--- src/rtl/cms_regs.vh ---
/*
  constants for the clock multiplier sequencing controller: device register
  offsets, field positions, codes, timing, and the controller's own map.
  assumes inclusion by bare name from the rtl files.
*/
`ifndef CMS_REGS_VH
`define CMS_REGS_VH

// ------------------------------------------------------------
// device register offsets
// ------------------------------------------------------------
`define CMS_MUL_CTRL_ADDR 8'hB9
`define CMS_CLK_SEL_ADDR 8'hA9
`define CMS_XOSC_CTRL_ADDR 8'hB1
`define CMS_IOSC_CTRL_ADDR 8'hB2

// ------------------------------------------------------------
// multiplier control fields and values
// ------------------------------------------------------------
`define CMS_MUL_RESET_VAL 8'h00
`define CMS_MUL_EN_OR 8'h80
`define CMS_MUL_INIT_OR 8'hC0
`define CMS_MUL_EN_BIT 7
`define CMS_MUL_INIT_BIT 6
`define CMS_MUL_RDY_BIT 5
`define CMS_MUL_SEL_MSB 1
`define CMS_MUL_SEL_LSB 0
`define CMS_MUL_SEL_RSVD 2'b11

// ------------------------------------------------------------
// clock select fields and crystal settled flag
// ------------------------------------------------------------
`define CMS_USB_SEL_MSB 6
`define CMS_USB_SEL_LSB 4
`define CMS_SYS_SEL_MSB 1
`define CMS_SYS_SEL_LSB 0
`define CMS_SYS_SEL_MUL 2'b10
`define CMS_XTAL_OK_BIT 7
`define CMS_USB_SEL_RSVD_MSB 3'b110

// ------------------------------------------------------------
// timing (10 MHz clock)
// ------------------------------------------------------------
`define CMS_CLK_HZ 10000000
`define CMS_EN_WAIT_NS 5000
`define CMS_XTAL_WAIT_US 1000

// ------------------------------------------------------------
// controller register map (word offsets on the local port)
// ------------------------------------------------------------
`define CMS_R_CTRL 4'h0
`define CMS_R_STAT 4'h1
`define CMS_R_DEV_RDATA 4'h2
`define CMS_CTRL_START 0
`define CMS_CTRL_XTAL 1
`define CMS_CTRL_SEL_LSB 2
`define CMS_CTRL_SEL_MSB 3
`define CMS_CTRL_SYS_LSB 4
`define CMS_CTRL_SYS_MSB 5
`define CMS_CTRL_USB_LSB 8
`define CMS_CTRL_USB_MSB 10
`define CMS_CTRL_DEVW 11
`define CMS_CTRL_DEVR 12
`define CMS_ST_BUSY 0
`define CMS_ST_DONE 1
`define CMS_ST_ERR 2
`define CMS_ST_RDY 3
`define CMS_ST_XTAL 4

`endif

--- src/rtl/cms_clock_seq.v ---
/*
  controller that brings up the device's 4x clock multiplier and clock
  selection through the device register port, ordered by software over a
  plain local register port.
  assumes one 10 MHz clock; device answers reads one cycle after dev_rd_out.
*/
`timescale 1ns/1ps
`default_nettype none
`include "cms_regs.vh"

// Behaviour
// RL1: device multiplier gives four times its input, 12 MHz to 48 MHz.
// RL2: device offers divided multiplier output as a system clock source.
// RL3: bring-up starts by writing zero to multiplier control, resetting it.
// RL4: input select bits 1..0: 00 internal, 01 external, 10 external/2, 11 reserved.
// RL5: bit 7 enables multiplier; set after input select by OR-ing 0x80.
// RL6: wait over 5 us after enable, then OR 0xC0 to initialize.
// RL7: ready flag bit 5 reads 1 once stable; poll before use.
// RL8: external source must be enabled and settled before initializing.
// RL9: internal oscillator usable at once after enabling write.
// RL10: device sets crystal settled flag when external oscillator settles.
// RL11: in crystal mode wait 1 ms before checking settled flag.
// RL12: system select 01 picks external oscillator.
// RL13: switch system clock only to an enabled, settled source; code polls the external settled flag only when input select is not 00.
// RL14: three-bit usb select picks multiplier or divided oscillators.
// RL15: usb clock 48 MHz full speed, 6 MHz low speed.
// RL16: full speed internal: usb 000, input 00, divider 11, recovery on.
// RL17: full speed crystal: usb 000, input 01, mode 110, drive 111.
// RL18: ready flag clears on reset or disable until re-initialized.
// RL19: reserved input code never gives a ready multiplier.
module cms_clock_seq #(
  parameter XTAL_WAIT_CYC = (`CMS_XTAL_WAIT_US * (`CMS_CLK_HZ / 1000000)),
  parameter POLL_LIMIT = 1000
) (
  input wire ref_clk_in,
  input wire rst_in,
  input wire [3:0] addr_in,
  input wire [15:0] wdata_in,
  input wire wr_in,
  input wire rd_in,
  output reg [15:0] rdata_out,
  output wire [7:0] dev_addr_out,
  output wire [7:0] dev_wdata_out,
  output wire dev_wr_out,
  output wire dev_rd_out,
  input wire [7:0] dev_rdata_in
);

// ------------------------------------------------------------
// timing
// ------------------------------------------------------------
// least time rounds up, plus one cycle to make it strictly greater
localparam EN_WAIT_CYC = (`CMS_EN_WAIT_NS * (`CMS_CLK_HZ / 1000000) + 999) / 1000 + 1;

// ------------------------------------------------------------
// states
// ------------------------------------------------------------
localparam [10:0] S_IDLE = 11'h001;
localparam [10:0] S_RESET = 11'h002;
localparam [10:0] S_XWAIT = 11'h004;
localparam [10:0] S_XPOLL = 11'h008;
localparam [10:0] S_SEL = 11'h010;
localparam [10:0] S_EN = 11'h020;
localparam [10:0] S_ENW = 11'h040;
localparam [10:0] S_INIT = 11'h080;
localparam [10:0] S_RPOLL = 11'h100;
localparam [10:0] S_CLOCK_SOURCE_SELECT_REG = 11'h200;
localparam [10:0] S_DIRECT = 11'h400;

// ------------------------------------------------------------
// registers
// ------------------------------------------------------------
reg [10:0] state_r, state_nxt;
reg [15:0] ctrl_r;
reg busy_r, done_r, err_r, rdy_r, xtal_r;
reg [15:0] polls_r;
reg issued_r;
reg [7:0] dev_rd_r;
wire [1:0] sel_w = ctrl_r[`CMS_CTRL_SEL_MSB:`CMS_CTRL_SEL_LSB];
wire [7:0] mul_base_w = {6'h00, sel_w};

// ------------------------------------------------------------
// sub-blocks
// ------------------------------------------------------------
reg port_wr, port_rd, tmr_start;
reg [7:0] port_addr, port_wdata;
reg [15:0] tmr_count;
wire port_done, tmr_done;
wire [7:0] port_rdata;

cms_dev_port u_port (
  .ref_clk_in(ref_clk_in),
  .rst_in(rst_in),
  .wr_req_in(port_wr),
  .rd_req_in(port_rd),
  .addr_in(port_addr),
  .wdata_in(port_wdata),
  .dev_rdata_in(dev_rdata_in),
  .dev_addr_out(dev_addr_out),
  .dev_wdata_out(dev_wdata_out),
  .dev_wr_out(dev_wr_out),
  .dev_rd_out(dev_rd_out),
  .rdata_out(port_rdata),
  .done_out(port_done)
);

cms_wait_timer #(.W(16)) u_tmr (
  .ref_clk_in(ref_clk_in),
  .rst_in(rst_in),
  .start_in(tmr_start),
  .count_in(tmr_count),
  .done_out(tmr_done)
);

// ------------------------------------------------------------
// sequencer
// ------------------------------------------------------------
always @* begin
  state_nxt = state_r;
  port_wr = 1'b0;
  port_rd = 1'b0;
  port_addr = `CMS_MUL_CTRL_ADDR;
  port_wdata = `CMS_MUL_RESET_VAL;
  tmr_start = 1'b0;
  tmr_count = 16'h0000;
  case (state_r)
    S_IDLE: begin
      if (wr_in && addr_in == `CMS_R_CTRL && (wdata_in[`CMS_CTRL_DEVW] | wdata_in[`CMS_CTRL_DEVR])) begin
        state_nxt = S_DIRECT;
      end else if (wr_in && addr_in == `CMS_R_CTRL && wdata_in[`CMS_CTRL_START]) begin
        state_nxt = S_RESET;
      end
    end
    S_RESET: begin
      port_wr = ~issued_r; // see RL3
      port_wdata = `CMS_MUL_RESET_VAL;
      if (port_done) begin
        if (sel_w == `CMS_MUL_SEL_RSVD) begin
          state_nxt = S_IDLE; // see RL19
        end else if (sel_w != 2'b00 && ctrl_r[`CMS_CTRL_XTAL]) begin
          tmr_start = 1'b1; // see RL11 RL17
          tmr_count = XTAL_WAIT_CYC[15:0];
          state_nxt = S_XWAIT;
        end else if (sel_w != 2'b00) begin
          state_nxt = S_XPOLL;
        end else begin
          state_nxt = S_SEL; // see RL9 RL16
        end
      end
    end
    S_XWAIT: begin
      if (tmr_done) begin
        state_nxt = S_XPOLL;
      end
    end
    S_XPOLL: begin
      port_rd = ~issued_r; // see RL8
      port_addr = `CMS_XOSC_CTRL_ADDR;
      if (port_done && port_rdata[`CMS_XTAL_OK_BIT]) begin
        state_nxt = S_SEL; // see RL10
      end else if (port_done && polls_r >= POLL_LIMIT[15:0]) begin
        state_nxt = S_IDLE;
      end
    end
    S_SEL: begin
      port_wr = ~issued_r; // see RL4
      port_wdata = mul_base_w;
      if (port_done) begin
        state_nxt = S_EN;
      end
    end
    S_EN: begin
      port_wr = ~issued_r; // see RL5
      port_wdata = mul_base_w | `CMS_MUL_EN_OR;
      if (port_done) begin
        tmr_start = 1'b1; // see RL6
        tmr_count = EN_WAIT_CYC[15:0];
        state_nxt = S_ENW;
      end
    end
    S_ENW: begin
      if (tmr_done) begin
        state_nxt = S_INIT;
      end
    end
    S_INIT: begin
      port_wr = ~issued_r; // see RL6
      port_wdata = mul_base_w | `CMS_MUL_INIT_OR;
      if (port_done) begin
        state_nxt = S_RPOLL;
      end
    end
    S_RPOLL: begin
      port_rd = ~issued_r; // see RL7
      if (port_done && port_rdata[`CMS_MUL_RDY_BIT]) begin
        state_nxt = S_CLOCK_SOURCE_SELECT_REG;
      end else if (port_done && polls_r >= POLL_LIMIT[15:0]) begin
        state_nxt = S_IDLE;
      end
    end
    S_CLOCK_SOURCE_SELECT_REG: begin
      port_wr = ~issued_r; // see RL13
      port_addr = `CMS_CLK_SEL_ADDR;
      port_wdata = {1'b0, ctrl_r[`CMS_CTRL_USB_MSB:`CMS_CTRL_USB_LSB], 2'b00,
                    ctrl_r[`CMS_CTRL_SYS_MSB:`CMS_CTRL_SYS_LSB]}; // see RL14 RL15
      if (port_done) begin
        state_nxt = S_IDLE;
      end
    end
    S_DIRECT: begin
      port_wr = ~issued_r & ctrl_r[`CMS_CTRL_DEVW];
      port_rd = ~issued_r & ~ctrl_r[`CMS_CTRL_DEVW];
      port_addr = ctrl_r[15:8] & 8'h00 | {ctrl_r[7:0]};
      port_wdata = dev_rd_r;
      if (port_done) begin
        state_nxt = S_IDLE;
      end
    end
    default: begin
      state_nxt = S_IDLE;
    end
  endcase
end

// ------------------------------------------------------------
// state, status and local registers
// ------------------------------------------------------------
always @(posedge ref_clk_in or posedge rst_in) begin
  if (rst_in) begin
    state_r <= S_IDLE;
    ctrl_r <= 16'h0000;
    busy_r <= 1'b0;
    done_r <= 1'b0;
    err_r <= 1'b0;
    rdy_r <= 1'b0;
    xtal_r <= 1'b0;
    polls_r <= 16'h0000;
    issued_r <= 1'b0;
    dev_rd_r <= 8'h00;
  end else begin
    state_r <= state_nxt;
    if (state_nxt != state_r) begin
      issued_r <= 1'b0;
    end else if (port_wr | port_rd) begin
      issued_r <= 1'b1;
    end else if (port_done) begin
      issued_r <= 1'b0;
    end
    if (state_nxt != state_r) begin
      polls_r <= 16'h0000;
    end else if (port_done) begin
      polls_r <= polls_r + 16'h0001;
    end
    if (state_r == S_IDLE && wr_in && addr_in == `CMS_R_CTRL) begin
      ctrl_r <= wdata_in;
      if (wdata_in[`CMS_CTRL_START] && !(wdata_in[`CMS_CTRL_DEVW] | wdata_in[`CMS_CTRL_DEVR])) begin
        busy_r <= 1'b1;
        done_r <= 1'b0;
        err_r <= 1'b0;
      end
    end
    if (state_r == S_IDLE && wr_in && addr_in == `CMS_R_DEV_RDATA) begin
      dev_rd_r <= wdata_in[7:0];
    end
    if (state_r == S_RESET && port_done) begin
      rdy_r <= 1'b0; // see RL18
      if (sel_w == `CMS_MUL_SEL_RSVD) begin
        busy_r <= 1'b0;
        err_r <= 1'b1; // see RL19
      end
    end
    if (state_r == S_XPOLL && port_done) begin
      xtal_r <= port_rdata[`CMS_XTAL_OK_BIT];
    end
    if ((state_r == S_XPOLL || state_r == S_RPOLL) && state_nxt == S_IDLE) begin
      busy_r <= 1'b0;
      err_r <= 1'b1;
    end
    if (state_r == S_RPOLL && port_done && port_rdata[`CMS_MUL_RDY_BIT]) begin
      rdy_r <= 1'b1; // see RL7
    end
    if (state_r == S_CLOCK_SOURCE_SELECT_REG && port_done) begin
      busy_r <= 1'b0;
      done_r <= 1'b1; // see RL2
    end
    if (state_r == S_DIRECT && port_done && ~ctrl_r[`CMS_CTRL_DEVW]) begin
      dev_rd_r <= port_rdata;
    end
  end
end

// ------------------------------------------------------------
// local read port
// ------------------------------------------------------------
always @(posedge ref_clk_in or posedge rst_in) begin
  if (rst_in) begin
    rdata_out <= 16'h0000;
  end else if (rd_in) begin
    case (addr_in)
      `CMS_R_CTRL: rdata_out <= ctrl_r;
      `CMS_R_STAT: rdata_out <= {11'h000, xtal_r, rdy_r, err_r, done_r, busy_r};
      `CMS_R_DEV_RDATA: rdata_out <= {8'h00, dev_rd_r};
      default: rdata_out <= 16'h0000;
    endcase
  end else begin
    rdata_out <= 16'h0000;
  end
end

endmodule // cms_clock_seq
`default_nettype wire

--- src/rtl/cms_wait_timer.v ---
/*
  down counter for settling waits.
  assumes a single clock and start pulses from the sequencer.
*/
`timescale 1ns/1ps
`default_nettype none

module cms_wait_timer #(
  parameter W = 16
) (
  input wire ref_clk_in,
  input wire rst_in,
  input wire start_in,
  input wire [W-1:0] count_in,
  output wire done_out
);

// ------------------------------------------------------------
// counter
// ------------------------------------------------------------
reg [W-1:0] cnt_r;
reg run_r;

always @(posedge ref_clk_in or posedge rst_in) begin
  if (rst_in) begin
    cnt_r <= {W{1'b0}};
    run_r <= 1'b0;
  end else if (start_in) begin
    cnt_r <= count_in;
    run_r <= 1'b1;
  end else if (run_r && cnt_r != {W{1'b0}}) begin
    cnt_r <= cnt_r - {{(W-1){1'b0}}, 1'b1};
  end else begin
    run_r <= 1'b0;
  end
end

assign done_out = run_r && (cnt_r == {W{1'b0}});

endmodule // cms_wait_timer
`default_nettype wire

--- src/rtl/cms_dev_port.v ---
/*
  device register access engine: one write or read per request.
  assumes device read data valid the cycle after dev_rd_out.
*/
`timescale 1ns/1ps
`default_nettype none

module cms_dev_port (
  input wire ref_clk_in,
  input wire rst_in,
  input wire wr_req_in,
  input wire rd_req_in,
  input wire [7:0] addr_in,
  input wire [7:0] wdata_in,
  input wire [7:0] dev_rdata_in,
  output reg [7:0] dev_addr_out,
  output reg [7:0] dev_wdata_out,
  output reg dev_wr_out,
  output reg dev_rd_out,
  output reg [7:0] rdata_out,
  output reg done_out
);

// ------------------------------------------------------------
// strobe and capture
// ------------------------------------------------------------
// read answer stands in the cycle after the strobe
reg rd_pend_r;

always @(posedge ref_clk_in or posedge rst_in) begin
  if (rst_in) begin
    rd_pend_r <= 1'b0;
    dev_addr_out <= 8'h00;
    dev_wdata_out <= 8'h00;
    dev_wr_out <= 1'b0;
    dev_rd_out <= 1'b0;
    rdata_out <= 8'h00;
    done_out <= 1'b0;
  end else begin
    dev_wr_out <= wr_req_in;
    dev_rd_out <= rd_req_in & ~wr_req_in;
    rd_pend_r <= dev_rd_out;
    done_out <= dev_wr_out | rd_pend_r;
    if (wr_req_in | rd_req_in) begin
      dev_addr_out <= addr_in;
      dev_wdata_out <= wdata_in;
    end
    if (rd_pend_r) begin
      rdata_out <= dev_rdata_in;
    end
  end
end

endmodule // cms_dev_port
`default_nettype wire

--- config.mk ---
export PLATFORM = sky130hd
export DESIGN_NAME = cms_clock_seq
export DESIGN_NICKNAME = d
export VERILOG_FILES = /design/src/rtl/cms_clock_seq.v /design/src/rtl/cms_wait_timer.v /design/src/rtl/cms_dev_port.v
export VERILOG_INCLUDE_DIRS = /design/src /design/src/rtl
export SDC_FILE = /design/constraint.sdc
export NUM_CORES = 1
export LEC_CHECK = 0
export ABC_CLOCK_PERIOD_IN_PS = 4600
export BUFFER_PORTS_ARGS = -buffer_cell sky130_fd_sc_hd__buf_4
export CORE_ASPECT_RATIO = 1.2
export CORE_UTILIZATION = 60
export CTS_BUF_LIST = sky130_fd_sc_hd__clkbuf_4
export DETAILED_ROUTE_END_ITERATION = 10
export GPL_TIMING_DRIVEN = 0
export PLACE_DENSITY = 0.91
export SYNTH_ARGS = -nofsm -noshare
export SYNTH_HDL_FRONTEND = slang
export SYNTH_HIERARCHICAL = 1
export SYNTH_SLANG_ARGS = --single-unit
--- constraint.sdc ---
create_clock -name ref_clk_in -period 4.6 [get_ports ref_clk_in]
set_clock_uncertainty 0.2 [all_clocks]
set_input_delay 0 -clock ref_clk_in [delete_from_list [all_inputs] [get_ports ref_clk_in]]
set_output_delay 0 -clock ref_clk_in [all_outputs]
set_load 0.01 [all_outputs]
==> results.md, run 1 <==
- Count of different cell masters after synthesis: 79
- Cell-by-cell trace of the critical path: clkbuf_1 -> nor4_1 -> clkbuf_1 -> nand2_1 -> nor3_1 -> or2_2 -> clkbuf_1 -> clkinv_1 -> clkbuf_8 -> a31oi_1
- Origin of the worst min-delay path: wdata_in[15]
- Most frequently used flop master after synthesis: sky130_fd_sc_hd__dfrtp_1
- Clk Latency, worst-skew pair: 0.53 ns
- Period utilization: 94.5%
- Die Wd: 95.0 µm
- Number of buffers inserted to repair setup after CTS: 0
- Launch point of the worst reg-to-reg path: state_r[6]$_DFF_PP0_
- Synth Warn #: 6
- Routed via count divided by cell count: 6.51
- Final hold violation count: 0
- Worst hold path class: primary input to flop
- Floorplan core area: 10100 µm²
- Initial antenna violation count: 0
- Power per cell area: 379 nW/µm²
- TritonCTS Buffers: 17
- Critical path origin: state_r[6]$_DFF_PP0_
- Overall die height: 114 µm
- Max Buffers Root-to-Sink: 2
- Leakage power total: 3.63 nW
- Post-synth ARST share: 100%
- WL final: 19000 µm
- Layout Utilization: 76.2%
- CP Data Arrival Time: 4.58 ns
- Share of layout cells above drive strength 1: 19.3%
- TritonCTS clock tree: built
- Residual overflow from global routing: 0
- Number of global-route vias before repair: 5995
- Clock sinks: 118
- HPWL after detailed placement: 11900 µm
- Startpoint class of the critical path: flop
- Number of DRC violations after detailed-routing iteration 0: 760
- Starting Density: 61.9%
- Final-layout worst hold slack: 0.00981 ns
- Synthesized area: 6220 µm²
- Worst-case headroom to the max-slew limit: 24.4%
- Met1 track demand over resource in global routing: 43.5%
- Number of placed instances, taps included: 847
- Hold buffers post-CTS: 45
- Worst supply voltage drop on vdd: 0.268 mV
- Setup TNS: 0 ns
- Outcome: complete, no violations
- Final standard cell count with taps included and fillers excluded: 924
- Met2 global-route usage: 62.9%
- Met3 track demand over resource: 8.07%
- Antenna Violating Nets Remaining: 0
- DRC errors left: 0
- Required time reported for the critical path endpoint: 4.83 ns
- Post-layout minimum cycle time: 4.35 ns
- Placement row count: 40
- Final setup violation count: 0
- Critical path class: flop to flop
- Placement-stage cell area: 6890 µm²
- Synthesized area per cell: 9.57 µm²
- Total global routing track utilization: 37.3%
- Post-CTS resize count: 0
- Final Wtd Congestion: 0.953
- I/O Buffers: 64
- Max Fanout on Critical Path: 10
- Average wire length per cell after detail routing: 20.5 µm
- Grt peak-use layer: met2
- Timing-limited maximum frequency: 230 MHz
- # IOs: 66
- CP max stage delay: 0.70 ns
- Final number of max-transition violations: 0
- Area of the multi-input gates: 3040 µm²
- Wire length of the first global-routing pass: 30100 µm
- Total iterations of the first detailed-routing run: 7
- Clock-pin slew of the registers on the worst-case setup and hold paths: 0.13 ns
- Layout area overhead: 23.3%
- Number of synthesized register bits: 118
- # nets final: 820
- Slowest cell on crit path: sky130_fd_sc_hd__nor4_1
- Number of fill cells in the layout: 592
- Buffer type at the clock tree root: sky130_fd_sc_hd__clkbuf_4
- # Max-Cap Violations: 0
- Count of H-tree levels built during CTS: 4
- Most common cell on crit path: sky130_fd_sc_hd__clkbuf_1
- Number of antenna repair diodes: 0
- Number of synthesized flops with an enable pin: 0
- Final instance area: 7670 µm²
- Via count of the routed design: 6012
- Total Die Area: 10800 µm²
- Number of cells produced by synthesis: 650
- Crit path capture type: flop
- Share of synthesized area occupied by flip-flops and latches: 47.5%
- Storage element area: 2950 µm²
- RSZ-0062 raised after global routing: false
- Largest net degree at the start of global routing: 74
- Actual transition at the worst max-transition pin: 1.13 ns
## flip-flops by register name, summed over array words and instances (netlist names)
name,cells
polls_r,16
u_port/dev_rd_out,1
rdata_out,16
u_port/dev_wdata_out,8
u_port/dev_wr_out,1
state_r,11
issued_r,1
rdy_r,1
dev_rd_r,8
u_port/rdata_out,8
u_tmr/run_r,1
busy_r,1
done_r,1
u_port/done_out,1
ctrl_r,16
u_port/dev_addr_out,8
u_port/rd_pend_r,1
xtal_r,1
u_tmr/cnt_r,16
err_r,1
## power by group
part	leakage (nW)	switching [mW]	internal, mW
sequential	1.55	0.157	1.19
combinational	1.92	0.387	0.287
clock	0.164	0.450	0.434
total	3.63	0.994	1.91
## kinds of logic (layout without fill, tap and decap cells)
| group | count (synthesis) | in the layout | share of synthesized area (%) |
|---|---|---|---|
| other | 1 | 8 | 0.0603 |
| XOR/XNOR | 23 | 23 | 3.24 |
| AND/OR/NAND/NOR | 299 | 299 | 24.5 |
| flip-flops | 118 | 118 | 47.5 |
| AO/OA/AOI/OAI | 107 | 107 | 12.0 |
| adder cells (fa/ha/maj) | 3 | 3 | 0.603 |
| multiplexers | 43 | 43 | 8.02 |
| buffers and inverters | 56 | 197 | 4.10 |
## cells in the mapped netlist, types with 5 or more instances
library cell | count | area, µm²
sky130_fd_sc_hd__o311ai_0 | 5 | 43.8
sky130_fd_sc_hd__mux2_2 | 15 | 169
sky130_fd_sc_hd__nor3_1 | 10 | 50.1
sky130_fd_sc_hd__xnor2_1 | 10 | 87.6
sky130_fd_sc_hd__inv_1 | 21 | 78.8
sky130_fd_sc_hd__mux2_4 | 10 | 150
sky130_fd_sc_hd__a31oi_1 | 12 | 75.1
sky130_fd_sc_hd__and2_1 | 16 | 100
sky130_fd_sc_hd__nand3_1 | 19 | 95.1
sky130_fd_sc_hd__buf_2 | 8 | 40.0
sky130_fd_sc_hd__clkbuf_1 | 21 | 78.8
sky130_fd_sc_hd__nor4_1 | 12 | 75.1
sky130_fd_sc_hd__or3_1 | 12 | 75.1
sky130_fd_sc_hd__and3_1 | 7 | 43.8
sky130_fd_sc_hd__nor2_1 | 67 | 251
sky130_fd_sc_hd__nor4b_1 | 5 | 43.8
sky130_fd_sc_hd__or4_1 | 12 | 90.1
sky130_fd_sc_hd__xor2_1 | 13 | 114
sky130_fd_sc_hd__dfrtp_1 | 117 | 2930
sky130_fd_sc_hd__a21oi_1 | 15 | 75.1
sky130_fd_sc_hd__nand4_1 | 9 | 56.3
sky130_fd_sc_hd__mux2i_1 | 18 | 180
sky130_fd_sc_hd__o31ai_1 | 8 | 60.1
sky130_fd_sc_hd__nand2_1 | 97 | 364
sky130_fd_sc_hd__or2_2 | 7 | 43.8
sky130_fd_sc_hd__o21ai_0 | 23 | 115
## layout make-up
type	instances	share of cell area, %
buffer	34	2.25
clock buffer	17	1.66
clock inverter	15	2.64
inverter	22	1.11
multi-input combinational	483	39.6
sequential	118	38.5
tap	126	2.06
timing repair buffer	109	12.1
## worst paths after layout
path / endpoint / slack [ns] / depth (start not counted)
max: u_tmr/cnt_r[13]$_DFFE_PP0P_ / 0.25 / 10
min: ctrl_r[15]$_DFFE_PP0P_ / 0.01 / 4
max reg2reg: u_tmr/cnt_r[13]$_DFFE_PP0P_ / 0.25 / 10
min reg2reg: u_port/rd_pend_r$_DFF_PP0_ / 0.20 / 0
max in group asynchronous: u_tmr/cnt_r[4]$_DFFE_PP0P_ / 3.20 / 4
min in group asynchronous: rdy_r$_DFFE_PP0P_ / 0.02 / 3
## cell usage in the layout (no fill, tap or decap), types with 9 or more instances in the layout
master,netlist,final
sky130_fd_sc_hd__nor2_1,67,67
sky130_fd_sc_hd__nor3_1,10,10
sky130_fd_sc_hd__and2_1,16,16
sky130_fd_sc_hd__dfrtp_1,117,117
sky130_fd_sc_hd__or4_1,12,12
sky130_fd_sc_hd__clkbuf_1,21,21
sky130_fd_sc_hd__mux2i_1,18,18
sky130_fd_sc_hd__nor4_1,12,12
sky130_fd_sc_hd__xnor2_1,10,10
sky130_fd_sc_hd__mux2_4,10,10
sky130_fd_sc_hd__inv_1,21,20
sky130_fd_sc_hd__or3_1,12,12
sky130_fd_sc_hd__nand3_1,19,19
sky130_fd_sc_hd__buf_4,0,64
sky130_fd_sc_hd__dlygate4sd3_1,0,45
sky130_fd_sc_hd__xor2_1,13,13
sky130_fd_sc_hd__a21oi_1,15,15
sky130_fd_sc_hd__nand4_1,9,9
sky130_fd_sc_hd__mux2_2,15,15
sky130_fd_sc_hd__nand2_1,97,97
sky130_fd_sc_hd__o21ai_0,23,23
sky130_fd_sc_hd__clkbuf_4,0,17
sky130_fd_sc_hd__a31oi_1,12,12
## metrics by stage
step | total power [mW] | setup slack [ns]
after floorplan | 1.69 | 1.63
after global placement | 1.89 | 0.652
after global routing | 3.01 | 0.129
after CTS | 2.84 | 0.576
final | 2.91 | 0.251
after detailed placement | 1.92 | 0.597
## worst max-delay path: cells and delay by family, from the launching register on
family / cells / cell delay, ns
AOI/OAI and AO/OA: 1 / 0.20
and+or+nand+nor: 4 / 1.80
buffers and inverters: 5 / 1.66
DFF: 1 / 0.39
## per-layer routing
metal	wire length, µm	up-vias	share of wire, %
li1	-	2566	-
met2	9490	440	50
met3	1700	116	9.0
met4	1010	0	5.3
met5	0	-	0
met1	6750	2890	36
No activity file was read; power rests on OpenSTA's default activity.
==> run 2: changes to the inputs <==
--- a/config.mk
+++ b/config.mk
@@ -8,7 +8,6 @@
 export LEC_CHECK = 0
 export ABC_CLOCK_PERIOD_IN_PS = 4600
 export BUFFER_PORTS_ARGS = -buffer_cell sky130_fd_sc_hd__buf_4
-export CORE_ASPECT_RATIO = 1.2
 export CORE_UTILIZATION = 60
 export CTS_BUF_LIST = sky130_fd_sc_hd__clkbuf_4
 export DETAILED_ROUTE_END_ITERATION = 10
==> results.md, run 2 (same netlist as run 1, synthesis figures left out) <==
- Outcome: complete, but fails checks
- Failing checks: negative hold slack
- Count of H-tree levels built during CTS: 4 (unchanged)
- Largest net degree at the start of global routing: 74 (unchanged)
- Most frequent standard cell in the layout excluding fill and tap cells: sky130_fd_sc_hd__dfrtp_1
- Floorplan core area: 9910 µm² (-1.5%)
- Clock power share: 32.1% (+1.7 points)
- Wire length of the first global-routing pass: 31600 µm (+5.1%)
- Power dissipated by switching net loads: 967 µW (-2.8%)
- Share of layout cells above drive strength 1: 18.7% (-0.57 points)
- Number of placed instances, taps included: 854 (+0.83%)
- Initial antenna violation count: 0 (unchanged)
- Worst supply voltage drop on vdd: 0.356 mV (+33%)
- RSZ-0062 raised after global routing: false
- Placement row count: 36 (-10%)
- Switching share of power: 32.0% (-2.1 points)
- Number of global-route vias before repair: 6138 (+2.4%)
- Post-layout minimum cycle time: 4.43 ns (+0.0836 ns)
- Timing-limited maximum frequency: 226 MHz (-1.9%)
- Int Power: 2.05 mW (+7.1%)
- # IOs: 66 (unchanged)
- Max Fanout on Critical Path: 10 (unchanged)
- Via count of the routed design: 6149 (+2.3%)
- Cell-by-cell trace of the critical path: clkbuf_1 -> nor4_1 -> clkbuf_1 -> nand2_1 -> nor3_1 -> or2_2 -> clkbuf_1 -> clkinv_1 -> clkbuf_8 -> a31oi_1
- Starting Density: 62.8% (+0.94 points)
- Final standard cell count with taps included and fillers excluded: 950 (+2.8%)
- CP max stage delay: 0.84 ns (+0.14 ns)
- Final setup violation count: 0 (unchanged)
- Most frequent cells in the layout: sky130_fd_sc_hd__dfrtp_1 (117), sky130_fd_sc_hd__nand2_1 (97), sky130_fd_sc_hd__nor2_1 (67), sky130_fd_sc_hd__dlygate4sd3_1 (64), sky130_fd_sc_hd__buf_4 (64)
- Reg2reg path depth: 10 (unchanged)
- Buffer type at the clock tree root: sky130_fd_sc_hd__clkbuf_4
- HPWL after detailed placement: 11800 µm (-0.83%)
- Number of antenna repair diodes: 0 (unchanged)
- Routed via count divided by cell count: 6.47 (-0.52%)
- TritonCTS Buffers: 17 (unchanged)
- Final-layout worst hold slack: -0.0284 ns (-0.0382 ns)
- Total global routing track utilization: 38.6% (+1.3 points)
- Required time reported for the critical path endpoint: 4.87 ns (+0.04 ns)
- Final Wtd Congestion: 0.978 (+2.6%)
- Final hold violation count: 15 (+15)
- Final number of max-transition violations: 0 (unchanged)
- DRC errors left: 0 (unchanged)
- Slowest cell on crit path: sky130_fd_sc_hd__nor3_1
- Critical path class: flop to flop
- Number of fill cells in the layout: 588 (-0.68%)
- Most common cell on crit path: sky130_fd_sc_hd__clkbuf_1
- TritonCTS clock tree: built
- Clock sinks: 118 (unchanged)
- Die Wd: 104 µm (+9.3%)
- Clk Latency, worst-skew pair: 0.58 ns (+0.05 ns)
- CP Data Arrival Time: 4.70 ns (+0.12 ns)
- Depth of the critical timing path with buffers and inverters included: 10 (unchanged)
- Worst hold path class: primary input to async pin
- Clock-pin slew of the registers on the worst-case setup and hold paths: 0.12 ns (about the same)
- Residual overflow from global routing: 0 (unchanged)
- Period utilization: 96.4% (+1.8 points)
- I/O Buffers: 64 (unchanged)
- Crit path capture type: flop
- Leakage power total: 3.73 nW (+2.8%)
- # nets final: 839 (+2.3%)
- Worst-case headroom to the max-slew limit: 22.2% (-2.1 points)
- Combinational share of power: 22.8% (-0.4 points)
- Max Buffers Root-to-Sink: 2 (unchanged)
- # Max-Cap Violations: 0 (unchanged)
- Total Die Area: 10800 µm² (about the same)
- Startpoint class of the critical path: flop
- Average wire length per cell after detail routing: 20.8 µm (+1.6%)
- Layout area overhead: 27.0%
- Power per cell area: 382 nW/µm² (+0.68%)
- Actual transition at the worst max-transition pin: 1.17 ns (+0.0319 ns)
- Total iterations of the first detailed-routing run: 8 (+1)
- Antenna Violating Nets Remaining: 0 (unchanged)
- Crit path max-delay family: simple AND/OR/NAND/NOR gates
- Sequential fraction of design power: 45.1% (-1.4 points)
- Number of DRC violations after detailed-routing iteration 0: 898 (+18%)
- WL final: 19800 µm (+4.4%)
- Overall die height: 104 µm (-8.6%)
- CP bufs+invs: 5 (unchanged)
- Setup TNS: 0 ns (unchanged)
run 2: cell count changes in the layout (fill, tap and decap cells not counted):
cell / delta
sky130_fd_sc_hd__bufinv_16: +2
sky130_fd_sc_hd__clkbuf_4: +4
sky130_fd_sc_hd__clkinv_1: +1
sky130_fd_sc_hd__clkinv_2: +1
sky130_fd_sc_hd__clkinv_4: -4
sky130_fd_sc_hd__clkinvlp_4: -2
sky130_fd_sc_hd__dlygate4sd3_1: +19
sky130_fd_sc_hd__inv_6: -2
run 2: area by class of cell:
class	instances	area, µm²	area share (%)
plain buffers	34	173	2.19
clock buffers	21	158	2.00
clock inverters	11	204	2.58
inverters	22	85.1	1.08
multi-input cells	483	3040	38.5
flip-flops and latches	118	2950	37.4
well taps	133	166	2.11
repair buffers	128	1120	14.2
run 2: power groups by stage:
stage                     Sequential, mW  Clock (mW)  Combinational [mW]
after floorplan                     1.31           0               0.379
after global placement              1.34           0               0.553
after detailed placement            1.35           0               0.571
after CTS                           1.33       0.952               0.638
after global routing                1.36        1.01               0.738
final                               1.36       0.969               0.688
run 2: repair_timing:
item	CTS	global route
endpoints found under the hold margin	175	1
buffers inserted	0	0
hold buffers	63	1
gates resized for setup	0	0
run 2: worst register-to-register path, cell delays in order, from the launching register on:
cell	delay, ns
sky130_fd_sc_hd__dfrtp_1	0.39
sky130_fd_sc_hd__clkbuf_1	0.22
sky130_fd_sc_hd__nor4_1	0.52
sky130_fd_sc_hd__clkbuf_1	0.43
sky130_fd_sc_hd__nand2_1	0.24
sky130_fd_sc_hd__nor3_1	0.84
sky130_fd_sc_hd__or2_2	0.25
sky130_fd_sc_hd__clkbuf_1	0.32
sky130_fd_sc_hd__clkinv_1	0.41
sky130_fd_sc_hd__clkbuf_8	0.30
sky130_fd_sc_hd__a31oi_1	0.21
run 2: worst paths after layout:
kind | startpoint | endpoint | slack [ns]
setup / recovery | state_r[6]$_DFF_PP0_ | u_tmr/cnt_r[11]$_DFFE_PP0P_ | 0.17
hold / removal | rst_in | dev_rd_r[7]$_DFFE_PP0P_ | -0.03
setup reg to reg | state_r[6]$_DFF_PP0_ | u_tmr/cnt_r[11]$_DFFE_PP0P_ | 0.17
hold reg to reg | u_port/dev_rd_out$_DFF_PP0_ | u_port/rd_pend_r$_DFF_PP0_ | 0.19
max in group asynchronous | rst_in | u_tmr/cnt_r[6]$_DFFE_PP0P_ | 3.30
min in group ref_clk_in | dev_rdata_in[5] | u_port/rdata_out[5]$_DFFE_PP0P_ | 0.03
run 2: metrics by stage:
step / util, % / area [µm²] / hold WS [ns] / power, mW / setup slack [ns]
3_5_place_dp: 69.6 / 6900 / -0.0499 / 1.92 / 0.538
3_3_place_gp: 69.6 / 6900 / -0.0651 / 1.89 / 0.523
4_1_cts: 79.6 / 7890 / 0.00296 / 2.92 / 0.506
6_report: 79.7 / 7900 / -0.0284 / 3.02 / 0.168
5_1_grt: 79.7 / 7900 / 0.0175 / 3.11 / 0.0456
2_1_floorplan: - / 6250 / -0.274 / 1.69 / 1.63
run 2: routing by layer:
layer,global-route usage (%),vias to the layer above,part of all wire (%)
li1,-,2626,-
met1,46.4,2921,37
met2,61.8,455,47
met3,10.9,145,10
met4,23.4,2,6.4
met5,0,-,0.19
